$ cat src/mstm_pkg.sv
// Constants and types for the motor status monitor.
// Assumes a 200 MHz clock and current magnitudes in a common 16-bit unit.
package mstm_pkg;
    localparam int          CUR_W          = 16;
    localparam int          CNT_W          = 32;
    localparam int          CLK_MHZ        = 200;
    localparam int          NOLOAD_MS      = 10;
    localparam int          RISE_MS        = 10;
    localparam int          TICK_US        = 1000;
    localparam int          NOLOAD_CYC     = NOLOAD_MS * 1000 * CLK_MHZ;
    localparam int          RISE_CYC       = RISE_MS * 1000 * CLK_MHZ;
    localparam int          TICK_CYC       = TICK_US * CLK_MHZ;
    localparam logic [15:0] FACTOR_ONE     = 16'h0100;
    localparam logic [3:0]  FORCE_RST      = 4'h0;
    localparam logic [1:0]  STARTMODE_RST  = 2'h0;
    localparam logic [31:0] ADDR_CTRL      = 32'h0000_0000;
    localparam logic [31:0] ADDR_STATUS    = 32'h0000_0004;
    localparam logic [31:0] ADDR_NOLOAD    = 32'h0000_0008;
    localparam logic [31:0] ADDR_STARTDET  = 32'h0000_000C;
    localparam logic [31:0] ADDR_NOMINAL   = 32'h0000_0010;
    localparam logic [31:0] ADDR_MAXOVL    = 32'h0000_0014;
    localparam logic [31:0] ADDR_MAXLR     = 32'h0000_0018;
    localparam logic [31:0] ADDR_FACTORS   = 32'h0000_001C;
    localparam logic [31:0] ADDR_STARTS    = 32'h0000_0020;
    localparam logic [31:0] ADDR_GOODSTART = 32'h0000_0024;
    localparam logic [31:0] ADDR_STOPS     = 32'h0000_0028;
    localparam logic [31:0] ADDR_RUNTIME   = 32'h0000_002C;
    localparam logic [31:0] ADDR_STARTTIME = 32'h0000_0030;
    localparam logic [31:0] ADDR_STOPTIME  = 32'h0000_0034;
    localparam logic [31:0] ADDR_LASTSTOP  = 32'h0000_0038;
    localparam logic [31:0] ADDR_CLOCK     = 32'h0000_003C;
    localparam logic [15:0] NOLOAD_RST     = 16'h0020;
    localparam logic [15:0] STARTDET_RST   = 16'h0180;
    localparam logic [15:0] NOMINAL_RST    = 16'h0100;
    localparam logic [15:0] MAXOVL_RST     = 16'h0200;
    localparam logic [15:0] MAXLR_RST      = 16'h0780;
    // Force codes; no_override leaves the computed status alone
    localparam logic [3:0]  FORCE_NONE     = 4'h0;
    localparam logic [3:0]  FORCE_STOP     = 4'h1;
    localparam logic [3:0]  FORCE_START    = 4'h2;
    localparam logic [3:0]  FORCE_RUN      = 4'h3;
    localparam logic [3:0]  FORCE_STALL    = 4'h4;
    localparam logic [3:0]  FORCE_ASYM     = 4'h5;
    localparam logic [3:0]  FORCE_NORM     = 4'h6;
    localparam logic [3:0]  FORCE_OVL      = 4'h7;
    localparam logic [3:0]  FORCE_HIOVL    = 4'h8;
    localparam logic [1:0]  MODE_DIRECT    = 2'h0;
    localparam logic [1:0]  MODE_STARDELTA = 2'h1;
    localparam logic [1:0]  MODE_SOFT      = 2'h2;
    typedef enum logic [1:0] {ST_STOPPED, ST_STARTING, ST_RUNNING} mstm_state_e;
endpackage

$ cat src/mstm_top.sv
// Motor status monitor: APB settings, status outputs, counters and timers.
// Assumes phase current magnitudes synchronous to clk with a one-cycle sample strobe.
// Behaviour
// - Count every detected motor start.
// - Count starts that pass into running.
// - Count each entry into the stopped state.
// - Accumulate running time and starting time separately.
// - Accumulate stopped time and keep the last stop timestamp.
// - Stopped when current stays under no-load for over 10 ms.
// - From stopped, start when current exceeds start-detect limit.
// - Stay starting while current is at or above maximum overload.
// - Starting ends into running once current falls under maximum overload.
// - Normal load between no-load and factor-adjusted nominal current.
// - Overloading above nominal, at or under maximum overload.
// - Stalled when current exceeds maximum overload.
// - Stalled also when current exceeds maximum locked-rotor limit.
// - Missing phase only while starting or running, one phase under no-load.
// - All status outputs offered; changes pulse an event strobe.
// - Setting updates from protection functions overwrite the shared copy.
// - Direct or star-delta start needs both limits crossed within 10 ms.
// - Force setting overrides computed status; no_override does nothing.
`timescale 1ns/10ps
`default_nettype none
module mstm_top
    import mstm_pkg::*;
#(
    parameter int NOLOAD_CYCLES = NOLOAD_CYC, // No-load qualification time
    parameter int RISE_CYCLES   = RISE_CYC,   // Start rise window
    parameter int TICK_CYCLES   = TICK_CYC    // Timer tick, 1 ms
) (
    input  wire logic             clk,            // 200 MHz clock
    input  wire logic             rst_n,          // Synchronous reset, active low
    input  wire logic             psel,           // APB select
    input  wire logic             penable,        // APB enable
    input  wire logic             pwrite,         // APB direction
    input  wire logic [31:0]      paddr,          // APB address
    input  wire logic [31:0]      pwdata,         // APB write data
    output logic      [31:0]      prdata,         // APB read data
    output logic                  pready,         // APB ready
    output logic                  pslverr,        // APB error
    input  wire logic             sampleValid,    // One program cycle sample
    input  wire logic [CUR_W-1:0] curL1,          // Phase 1 magnitude
    input  wire logic [CUR_W-1:0] curL2,          // Phase 2 magnitude
    input  wire logic [CUR_W-1:0] curL3,          // Phase 3 magnitude
    input  wire logic             extSetValid,    // Setting update from a protection function
    input  wire logic [2:0]       extSetSel,      // Which limit is updated
    input  wire logic [CUR_W-1:0] extSetValue,    // New limit value
    output logic                  motorStopped,   // Stopped status
    output logic                  motorStarting,  // Starting status
    output logic                  motorRunning,   // Running status
    output logic                  loadNormal,     // Normal load
    output logic                  overloading,    // Overloading
    output logic                  motorStalled,   // Stalled
    output logic                  missingPhase,   // Missing phase
    output logic                  highOverload,   // Above locked-rotor limit
    output logic                  statusEvent     // Pulse on any status change
);
    // Settings
    logic [CUR_W-1:0]  noLoad_ff, startDet_ff, nominal_ff, maxOvl_ff, maxLr_ff;
    logic [15:0]       svcFactor_ff, ambFactor_ff;
    logic [3:0]        motor_status_force_ff;
    logic              forceEn_ff;
    logic [1:0]        startMode_ff;
    // Computed state and statistics
    mstm_state_e       state_ff;
    logic [CNT_W-1:0]  starts_ff, goodStarts_ff, stops_ff;
    logic [CNT_W-1:0]  runTime_ff, startTime_ff, stopTime_ff, lastStop_ff, clock_ff;
    logic [31:0]       lowCnt_ff, riseCnt_ff, tickCnt_ff;
    logic              riseArmed_ff;
    logic [8:0]        status_ff;
    logic [CUR_W-1:0]  curMax, curMin, nomAdj;
    logic [47:0]       nomProd;
    logic              wrEn, tick, lowNow, startOk, quietLong, startNow;
    logic [8:0]        calc, shown;

    assign wrEn    = psel & penable & pwrite;
    assign pready  = 1'b1;
    assign pslverr = 1'b0;

    // Highest and lowest phase magnitude
    always_comb begin
        curMax = (curL1 > curL2) ? curL1 : curL2;
        curMax = (curL3 > curMax) ? curL3 : curMax;
        curMin = (curL1 < curL2) ? curL1 : curL2;
        curMin = (curL3 < curMin) ? curL3 : curMin;
    end

    // Nominal scaled by both 8.8 factors; saturates rather than wraps
    assign nomProd = (48'(nominal_ff) * 48'(svcFactor_ff) * 48'(ambFactor_ff)) >> 16;
    assign nomAdj  = (nomProd[47:16] != 32'h0) ? 16'hFFFF : nomProd[15:0];

    // Settings, APB side and shared-copy updates from protection functions
    always_ff @(posedge clk) begin
        if (!rst_n) begin
            noLoad_ff <= NOLOAD_RST;
            startDet_ff <= STARTDET_RST;
            nominal_ff <= NOMINAL_RST;
            maxOvl_ff <= MAXOVL_RST;
            maxLr_ff <= MAXLR_RST;
            svcFactor_ff <= FACTOR_ONE;
            ambFactor_ff <= FACTOR_ONE;
            motor_status_force_ff <= FORCE_RST;
            forceEn_ff <= 1'b0;
            startMode_ff <= STARTMODE_RST;
        end else if (extSetValid) begin
            // Function-side edits win a same-cycle APB write
            unique case (extSetSel)
                3'h0: noLoad_ff <= extSetValue;
                3'h1: startDet_ff <= extSetValue;
                3'h2: nominal_ff <= extSetValue;
                3'h3: maxOvl_ff <= extSetValue;
                3'h4: maxLr_ff <= extSetValue;
                default: ;
            endcase
        end else if (wrEn) begin
            unique case (paddr)
                ADDR_CTRL: begin
                    motor_status_force_ff <= pwdata[3:0];
                    forceEn_ff <= pwdata[4];
                    startMode_ff <= pwdata[9:8];
                end
                ADDR_NOLOAD:   noLoad_ff <= pwdata[15:0];
                ADDR_STARTDET: startDet_ff <= pwdata[15:0];
                ADDR_NOMINAL:  nominal_ff <= pwdata[15:0];
                ADDR_MAXOVL:   maxOvl_ff <= pwdata[15:0];
                ADDR_MAXLR:    maxLr_ff <= pwdata[15:0];
                ADDR_FACTORS: begin
                    svcFactor_ff <= pwdata[15:0];
                    ambFactor_ff <= pwdata[31:16];
                end
                default: ;
            endcase
        end
    end

    // Millisecond tick for the timers and the timestamp clock
    always_ff @(posedge clk) begin
        if (!rst_n) begin
            tickCnt_ff <= 32'h0;
        end else if (tickCnt_ff == 32'(TICK_CYCLES - 1)) begin
            tickCnt_ff <= 32'h0;
        end else begin
            tickCnt_ff <= tickCnt_ff + 32'h1;
        end
    end
    assign tick   = (tickCnt_ff == 32'(TICK_CYCLES - 1));
    assign lowNow = (curMax < noLoad_ff);
    assign quietLong = lowNow && (lowCnt_ff > 32'(NOLOAD_CYCLES));

    // No-load qualification counts clock cycles, not samples
    always_ff @(posedge clk) begin
        if (!rst_n) begin
            lowCnt_ff <= 32'h0;
        end else if (sampleValid && !lowNow) begin
            lowCnt_ff <= 32'h0;
        end else if (lowCnt_ff != 32'hFFFFFFFF) begin
            lowCnt_ff <= lowCnt_ff + 32'h1;
        end
    end

    // Rise window opens when current leaves no-load
    always_ff @(posedge clk) begin
        if (!rst_n) begin
            riseArmed_ff <= 1'b0;
            riseCnt_ff <= 32'h0;
        end else if (state_ff != ST_STOPPED || (sampleValid && lowNow)) begin
            riseArmed_ff <= 1'b0;
            riseCnt_ff <= 32'h0;
        end else if (sampleValid && !riseArmed_ff) begin
            riseArmed_ff <= 1'b1;
            riseCnt_ff <= 32'h0;
        end else if (riseArmed_ff && riseCnt_ff != 32'hFFFFFFFF) begin
            riseCnt_ff <= riseCnt_ff + 32'h1;
        end
    end
    // Soft start has no rise limit; a slow rise in the other modes is never a start
    assign startOk = (startMode_ff == MODE_SOFT) ||
                     (riseArmed_ff ? (riseCnt_ff <= 32'(RISE_CYCLES)) : 1'b1);
    assign startNow = (curMax > startDet_ff) && (curMax > noLoad_ff) && startOk;

    // Stopped / starting / running; one state held at a time
    always_ff @(posedge clk) begin
        if (!rst_n) begin
            state_ff <= ST_STOPPED;
        end else if (sampleValid) begin
            unique case (state_ff)
                ST_STOPPED: begin
                    if (startNow) begin
                        state_ff <= ST_STARTING;
                    end
                end
                ST_STARTING: begin
                    if (quietLong) begin
                        state_ff <= ST_STOPPED;
                    end else if (curMax < maxOvl_ff) begin
                        state_ff <= ST_RUNNING;
                    end else begin
                        state_ff <= ST_STARTING;
                    end
                end
                ST_RUNNING: begin
                    if (quietLong) begin
                        state_ff <= ST_STOPPED;
                    end
                end
                default: state_ff <= ST_STOPPED;
            endcase
        end
    end

    // Counters of starts, successful starts and stops
    always_ff @(posedge clk) begin
        if (!rst_n) begin
            starts_ff <= 32'h0;
            goodStarts_ff <= 32'h0;
            stops_ff <= 32'h0;
        end else if (sampleValid) begin
            if (state_ff == ST_STOPPED && startNow) begin
                starts_ff <= starts_ff + 32'h1;
            end
            if (state_ff == ST_STARTING && !quietLong && curMax < maxOvl_ff) begin
                goodStarts_ff <= goodStarts_ff + 32'h1;
            end
            if (state_ff != ST_STOPPED && quietLong) begin
                stops_ff <= stops_ff + 32'h1;
            end
        end
    end

    // Millisecond timers and last-stop timestamp
    always_ff @(posedge clk) begin
        if (!rst_n) begin
            runTime_ff <= 32'h0;
            startTime_ff <= 32'h0;
            stopTime_ff <= 32'h0;
            clock_ff <= 32'h0;
            lastStop_ff <= 32'h0;
        end else begin
            if (tick) begin
                clock_ff <= clock_ff + 32'h1;
                unique case (state_ff)
                    ST_RUNNING:  runTime_ff <= runTime_ff + 32'h1;
                    ST_STARTING: startTime_ff <= startTime_ff + 32'h1;
                    default:     stopTime_ff <= stopTime_ff + 32'h1;
                endcase
            end
            if (sampleValid && state_ff != ST_STOPPED && quietLong) begin
                lastStop_ff <= clock_ff;
            end
        end
    end

    // Computed load status, bit order stop,start,run,stall,asym,norm,ovl,hiovl,spare
    always_comb begin
        calc = 9'h000;
        calc[0] = (state_ff == ST_STOPPED);
        calc[1] = (state_ff == ST_STARTING);
        calc[2] = (state_ff == ST_RUNNING);
        calc[3] = (curMax > maxOvl_ff) || (curMax > maxLr_ff);
        calc[4] = (state_ff != ST_STOPPED) && (curMin < noLoad_ff) && !lowNow;
        calc[5] = (curMax >= noLoad_ff) && (curMax <= nomAdj);
        calc[6] = (curMax > nomAdj) && (curMax <= maxOvl_ff);
        calc[7] = (curMax > maxLr_ff);
    end

    // Forcing replaces the whole status with one chosen state
    always_comb begin
        shown = calc;
        if (forceEn_ff && motor_status_force_ff != FORCE_NONE) begin
            shown = 9'h000;
            unique case (motor_status_force_ff)
                FORCE_STOP:  shown[0] = 1'b1;
                FORCE_START: shown[1] = 1'b1;
                FORCE_RUN:   shown[2] = 1'b1;
                FORCE_STALL: begin shown[2] = 1'b1; shown[3] = 1'b1; end
                FORCE_ASYM:  begin shown[2] = 1'b1; shown[4] = 1'b1; end
                FORCE_NORM:  begin shown[2] = 1'b1; shown[5] = 1'b1; end
                FORCE_OVL:   begin shown[2] = 1'b1; shown[6] = 1'b1; end
                FORCE_HIOVL: begin shown[2] = 1'b1; shown[3] = 1'b1; shown[7] = 1'b1; end
                default:     shown = calc;
            endcase
        end
    end

    // Registered status outputs and change strobe
    always_ff @(posedge clk) begin
        if (!rst_n) begin
            status_ff <= 9'h001;
            statusEvent <= 1'b0;
        end else begin
            status_ff <= shown;
            statusEvent <= (shown != status_ff);
        end
    end
    assign motorStopped  = status_ff[0];
    assign motorStarting = status_ff[1];
    assign motorRunning  = status_ff[2];
    assign motorStalled  = status_ff[3];
    assign missingPhase  = status_ff[4];
    assign loadNormal    = status_ff[5];
    assign overloading   = status_ff[6];
    assign highOverload  = status_ff[7];

    // Read mux; zero-wait, unmapped reads zero
    always_comb begin
        unique case (paddr)
            ADDR_CTRL:      prdata = {22'h0, startMode_ff, 3'h0, forceEn_ff,
                                      motor_status_force_ff};
            ADDR_STATUS:    prdata = {23'h0, status_ff};
            ADDR_NOLOAD:    prdata = {16'h0, noLoad_ff};
            ADDR_STARTDET:  prdata = {16'h0, startDet_ff};
            ADDR_NOMINAL:   prdata = {16'h0, nominal_ff};
            ADDR_MAXOVL:    prdata = {16'h0, maxOvl_ff};
            ADDR_MAXLR:     prdata = {16'h0, maxLr_ff};
            ADDR_FACTORS:   prdata = {ambFactor_ff, svcFactor_ff};
            ADDR_STARTS:    prdata = starts_ff;
            ADDR_GOODSTART: prdata = goodStarts_ff;
            ADDR_STOPS:     prdata = stops_ff;
            ADDR_RUNTIME:   prdata = runTime_ff;
            ADDR_STARTTIME: prdata = startTime_ff;
            ADDR_STOPTIME:  prdata = stopTime_ff;
            ADDR_LASTSTOP:  prdata = lastStop_ff;
            ADDR_CLOCK:     prdata = clock_ff;
            default:        prdata = 32'h0;
        endcase
    end
endmodule
`default_nettype wire

$ cat config.mk
export PLATFORM = sky130hd
export DESIGN_NAME = mstm_top
export DESIGN_NICKNAME = d
export VERILOG_FILES = /design/src/mstm_pkg.sv /design/src/mstm_top.sv
export SDC_FILE = /design/constraint.sdc
export NUM_CORES = 2
export LEC_CHECK = 0
export ABC_CLOCK_PERIOD_IN_PS = 13440
export CORE_MARGIN = 10
export CORE_UTILIZATION = 36
export DETAILED_ROUTE_END_ITERATION = 10
export DONT_BUFFER_PORTS = 1
export PLACE_DENSITY = 0.61
export SLEW_MARGIN = 20
export SYNTH_ARGS = -nofsm -noshare
export SYNTH_HDL_FRONTEND = slang
export SYNTH_SLANG_ARGS = --single-unit
$ cat constraint.sdc
create_clock -name clk -period 13.44 [get_ports clk]
set_clock_uncertainty 0.1 [all_clocks]
set_input_delay 1.344 -clock clk [delete_from_list [all_inputs] [get_ports clk]]
set_output_delay 1.344 -clock clk [all_outputs]
set_load 0.03 [all_outputs]
# Word level (Yosys, flattened, before mapping)
# Index checks and enable logic that the tools add are counted.
# op_classes
n_addsub	10
multipliers	2
order_cmp	17
eq_ne	41
mux	41
bitwise_logic	5
reduce_logical	65
# ops
operator	count
32-bit one-hot mux with 16 select lines	1
16-bit two-way mux	25
32-bit by 1-bit adder with 32-bit output, second input constant	10
32-bit by 6-bit == test with 1-bit output, second input constant	8
32-bit by 5-bit == test with 1-bit output, second input constant	4
16-bit > comparator	7
16-bit less-than comparator	5
32-bit by 4-bit == test with 1-bit output, second input constant	2
32-bit != test, second input constant	2
32-bit by 16-bit multiplier with 48-bit output	1
7-bit OR reduction	6
32-bit by 18-bit == test with 1-bit output, second input constant	1
32-bit by 3-bit == test with 1-bit output, second input constant	1
32-bit by 21-bit > comparator with 1-bit output, second input constant	1
16-bit less-or-equal comparator	2
32-bit by 21-bit less-or-equal comparator with 1-bit output, second input constant	1
32-bit zero test	1
16-bit by 16-bit multiplier with 32-bit output	1
32-bit nonzero test	1
3-bit AND reduction	8
1-bit logical AND	18
4-bit by 3-bit == test with 1-bit output, second input constant	4
16-bit greater-or-equal comparator	1
1-bit one-hot mux with 2 select lines	8
27 further kinds	62
# word_totals
reg_bits	484
inputBits	138
elab_cells	206

# Depth between registers and ports, before layout
# logic_depth
ltp_word	10
ltp_mapped	64
depth_no_buf	59

# Least setup slack after synthesis
# No wires, ideal clock.
# synth_path
kind	reg-to-reg
start	register svcFactor_ff[1]
end	register statusEvent
setup_ns	0.138
arrival_time_ns	13.792
required_time_ns	13.202
path_slack_ns	-0.591
stages_incl_launch_ff	57
n_path_buf	5
period_less_slack_ns	14.031
path_cell_list	dfxtp_1 clkbuf_1 clkbuf_1 nand2_1 fa_1 fa_1 inv_1 fa_1 inv_1 fa_1 fa_1 fa_1 inv_1 ha_1 o21a_1 o21ai_0 a2111oi_0 o21ai_0 (+21 left out) o21ba_2 nor4bb_1 or4_4 a211oi_2 o2111ai_2 buf_6 nor3b_2 ha_1 a21oi_1 nand2_1 a221o_1 nor3_1 nor2_1 a21oi_1 nand2_1 and3_1 a211oi_1 a31oi_1
# synth_between
elab_chain_cells	9
# synth_lines
element	line	text
from (decl)	mstm_top.sv:60	logic [15:0] svcFactor_ff, ambFactor_ff;
from (signal assigned)	mstm_top.sv:128	svcFactor_ff <= pwdata[15:0];
16-bit by 16-bit multiplier with 32-bit output *	mstm_top.sv:89	assign nomProd = (48'(nominal_ff) * 48'(svcFactor_ff) * 48'(ambFactor_ff)) >> 16;
32-bit by 16-bit multiplier with 48-bit output *	mstm_top.sv:89	
32-bit nonzero test	mstm_top.sv:90	assign nomAdj = (nomProd[47:16] != 32'h0) ? 16'hFFFF : nomProd[15:0];
16-bit two-way mux *	mstm_top.sv:90	
16-bit less-or-equal comparator / 16-bit > comparator (equally long branches)	mstm_top.sv:261, mstm_top.sv:262	
1-bit logical AND, on equally long branches	mstm_top.sv:261, mstm_top.sv:262	
1-bit one-hot mux with 2 select lines	mstm_top.sv:271	unique case (motor_status_force_ff)
8-bit two-way mux *	mstm_top.sv:269	if (forceEn_ff && motor_status_force_ff != FORCE_NONE) begin
9-bit != test *	mstm_top.sv:292	statusEvent <= (shown != status_ff);
to (signal assigned)	mstm_top.sv:292	
to (decl)	mstm_top.sv:56	output logic statusEvent
# Every way passes the cells marked *; elsewhere a longest branch is shown, timed or not.
# A chain may end at the register's enable or synchronous reset.

# Final worst setup path
# layout_path
start	register nominal_ff[2]
end	register statusEvent
# layout_between
elab_chain_cells	9
# layout_lines
element	line	text
from (decl)	mstm_top.sv:59	logic [CUR_W-1:0] noLoad_ff, startDet_ff, nominal_ff, maxOvl_ff, maxLr_ff;
from (signal assigned)	mstm_top.sv:110	3'h2: nominal_ff <= extSetValue;
from (signal assigned)	mstm_top.sv:124	ADDR_NOMINAL: nominal_ff <= pwdata[15:0];
16-bit by 16-bit multiplier with 32-bit output *	mstm_top.sv:89	
32-bit by 16-bit multiplier with 48-bit output *	mstm_top.sv:89	
32-bit nonzero test	mstm_top.sv:90	
16-bit two-way mux *	mstm_top.sv:90	
16-bit less-or-equal comparator / 16-bit > comparator (equally long branches)	mstm_top.sv:261, mstm_top.sv:262	
1-bit logical AND, on equally long branches	mstm_top.sv:261, mstm_top.sv:262	
1-bit one-hot mux with 2 select lines	mstm_top.sv:271	
8-bit two-way mux *	mstm_top.sv:269	
9-bit != test *	mstm_top.sv:292	
# Marked as above.

==> impl_metrics.json <==
{
  "outcome": "finished with violations",
  "final_layout_size_suffix_gt1_share_pct": 12.4,
  "grt_use_total_pct": 19.6,
  "min_path_type": "reg -> reg",
  "final_common_cell": "inv_1",
  "rsz0062_at_grt": "yes",
  "slowest_stage": "fa_1",
  "grt_first_pass_wirelength_um": 248000,
  "routed_wl_um": 157000,
  "crit_type": "reg -> reg",
  "drv_slew": 0,
  "numCtsBuffers": 53,
  "final.setup.worst_slack_ns": -0.381,
  "met1_usage_pct": 25.4,
  "finalCriticalPeriod_ns": 13.82,
  "n_fill_cell": 13900,
  "yosysUniqueCellTypes": 82,
  "met2_usage_pct": 32.6,
  "grt_max_degree": 146,
  "dpl_worst_slack_ns": -0.912,
  "clkLatencyLatePin_ns": 0.68,
  "synth_xor_area_share_pct": 5.44,
  "synthCells": 5981,
  "cts_num_sinks": 483,
  "via_per_inst": 5.28,
  "ctsHoldBuffers": 0,
  "worst-slew-pin-transition_ns": 1.10,
  "synthSimpleGateAreaFrac_pct": 21.5,
  "startpoint_type": "flip-flop",
  "drtIter0Drc": 3095,
  "nNetsFinal": 7313,
  "muxShareOfSynthArea_pct": 2.01,
  "ios": 181,
  "initial_core_util_pct": 36.3,
  "critPathCaptureType": "flip-flop",
  "die_area_sq_um": 157000,
  "relSlewSlack_pct": 26.8,
  "cap_violations": 0,
  "dpl.hpwl_um": 124000,
  "dr.pass1.iters": 8,
  "peakVddDrop_uv": 96.9,
  "violations": "setup timing",
  "cp_data_arrival_time_ns": 14.21,
  "htreeDepth": 2,
  "netlist_area_sq_um": 50900,
  "antenna_left": 0,
  "post-route-drc-count": 0,
  "busiest_layer": "met2",
  "wl_per_cell_um": 19.3,
  "power.static_leakage_uw": 0.0254,
  "coreArea_sq_um": 140000,
  "syn_avg_cell_area_sq_um": 8.51,
  "required_ns": 13.83,
  "setup_violations": 2,
  "powerDensity_nw_per_um2": 60.2,
  "synthArstFlopShare_pct": 0,
  "overflow": 0,
  "synth-edff-count": 0,
  "synth_warnings": 0,
  "grt_pass1_vias": 43200,
  "antenna_found_initial": 7,
  "clkTransAtPathRegs_ns": 0.07,
  "worstPathMaxFanout": 12,
  "cts.path.max_buffers": 3,
  "setup_tns_ns": -0.479,
  "clock-root-buffer": "clkbuf_16",
  "place.port_buffers": 0,
  "use_met3_pct": 4.56,
  "synth_compound_area_share_pct": 10.7,
  "ys_ff_latch": 483,
  "via_count": 42800,
  "rows": 137,
  "place_congestion": 0.956,
  "synth_top_flop_cell": "dfxtp_1",
  "synth_top_family_by_area": "adder cells",
  "die_x_um": 396,
  "finalHoldViolCount": 0,
  "die_h_um": 396,
  "post-route-period-util_pct": 103,
  "max_stage_delay_ns": 0.56,
  "max_freq_mhz": 72.4,
  "synth_nets": 7108,
  "whs_ns": 0.360,
  "crit_top_cell": "fa_1",
  "syn2layout_area_growth_pct": 15.8,
  "final_cell_mix": "inv_1 (766), nand2_1 (764), fa_1 (596)",
  "ys_seq_area_share_pct": 19.0,
  "cts_tree": "built",
  "synthAdderAreaFrac_pct": 33.3,
  "p_total_uw": 3550
}
## cell usage after synthesis (55+ instances only)
master | instances | share of area, %
fa_1 | 611 | 24
xor2_1 | 175 | 3.0
dfxtp_1 | 483 | 19
clkbuf_1 | 267 | 2.0
xnor2_1 | 141 | 2.4
and3_1 | 86 | 1.1
a221oi_1 | 56 | 0.96
and2_1 | 388 | 4.8
ha_1 | 378 | 9.3
nand3_1 | 161 | 1.6
inv_1 | 789 | 5.8
a21oi_1 | 182 | 1.8
mux2i_1 | 101 | 2.0
or3_1 | 59 | 0.73
o211a_1 | 61 | 1.2
nor2_1 | 428 | 3.2
a22oi_1 | 55 | 0.81
nand4_1 | 113 | 1.4
o21ai_0 | 126 | 1.2
nand2_1 | 775 | 5.7
a22o_1 | 55 | 0.95
## worst max-delay path, delay by kind of cell (launching register included)
| family | cells | cell delay, ns |
|---|---|---|
| adders and majority gates | 15 | 6.41 |
| buffers and inverters | 12 | 1.35 |
| and+or+nand+nor | 12 | 2.21 |
| DFF | 1 | 0.37 |
| AOI/OAI and AO/OA | 14 | 2.89 |
| xor gates and xnor gates | 2 | 0.28 |
## per-stage QoR
step,util (%),cells,instance area (sq um)
detailed placement,39.6,7959,55500
floorplan,-,5981,51100
CTS,41.4,8074,58000
global placement,39.6,7959,55500
finish,42.1,8105,59000
global route,42.1,8102,58900
## what timing repair did
item | in CTS | in global routing
gates cloned | 3 | 0
resized for setup | 103 | 185
buffers inserted | 17 | 30
setup endpoints to repair | 3 | 3
pin swaps | 62 | 159
## final cells by class
type / instances / area, sq um / area share, %
repair buffers: 438 / 3760 / 6.38
diodes: 3 / 7.51 / 0.0127
well taps: 1876 / 2350 / 3.98
flip-flops and latches: 483 / 9740 / 16.5
clock buffers: 75 / 1500 / 2.54
clock inverters: 20 / 328 / 0.556
multi-input cells: 4420 / 38300 / 65.0
inverters: 790 / 2970 / 5.04
## report_power, final
group | total (uW) | switching [uW] | internal [uW]
clock network | 1560 | 656 | 899
logic | 508 | 300 | 208
registers | 1480 | 38.9 | 1450
total | 3550 | 995 | 2550
## state kept, by name (all words and copies together), names as in the netlist, 2 cells and up
signal                 count
lowCnt_ff                 32
startTime_ff              32
maxOvl_ff                 16
startDet_ff               16
nominal_ff                16
status_ff                  8
runTime_ff                32
ambFactor_ff              16
goodStarts_ff             32
tickCnt_ff                32
svcFactor_ff              16
stopTime_ff               32
lastStop_ff               32
maxLr_ff                  16
clock_ff                  32
startMode_ff               2
riseCnt_ff                32
stops_ff                  32
noLoad_ff                 16
starts_ff                 32
state_ff                   2
motor_status_force_ff      4
## worst paths after layout
check,cells past startpoint,start,slack [ns],to
hold / removal,2,lastStop_ff[22],0.36,lastStop_ff[22]
hold reg to reg,2,lastStop_ff[22],0.36,lastStop_ff[22]
setup / recovery,55,nominal_ff[2],-0.38,statusEvent
setup reg to reg,55,nominal_ff[2],-0.38,statusEvent
## layer usage
layer / vias to the layer above / wire [um]
met2: 1311 / 73600
met4: 14 / 4100
met3: 246 / 12700
met5: - / 92
li1: 19900 / -
met1: 21300 / 66200
## logic make-up after synthesis
family                   count (synthesis)
XOR/XNOR                               316
adder cells (fa/ha/maj)                989
AO/OA/AOI/OAI                          771
multiplexers                           102
other                                    2
flip-flops                             483
buffers and inverters                 1078
AND/OR/NAND/NOR                       2240
No activity file was read; power rests on OpenSTA's default activity.
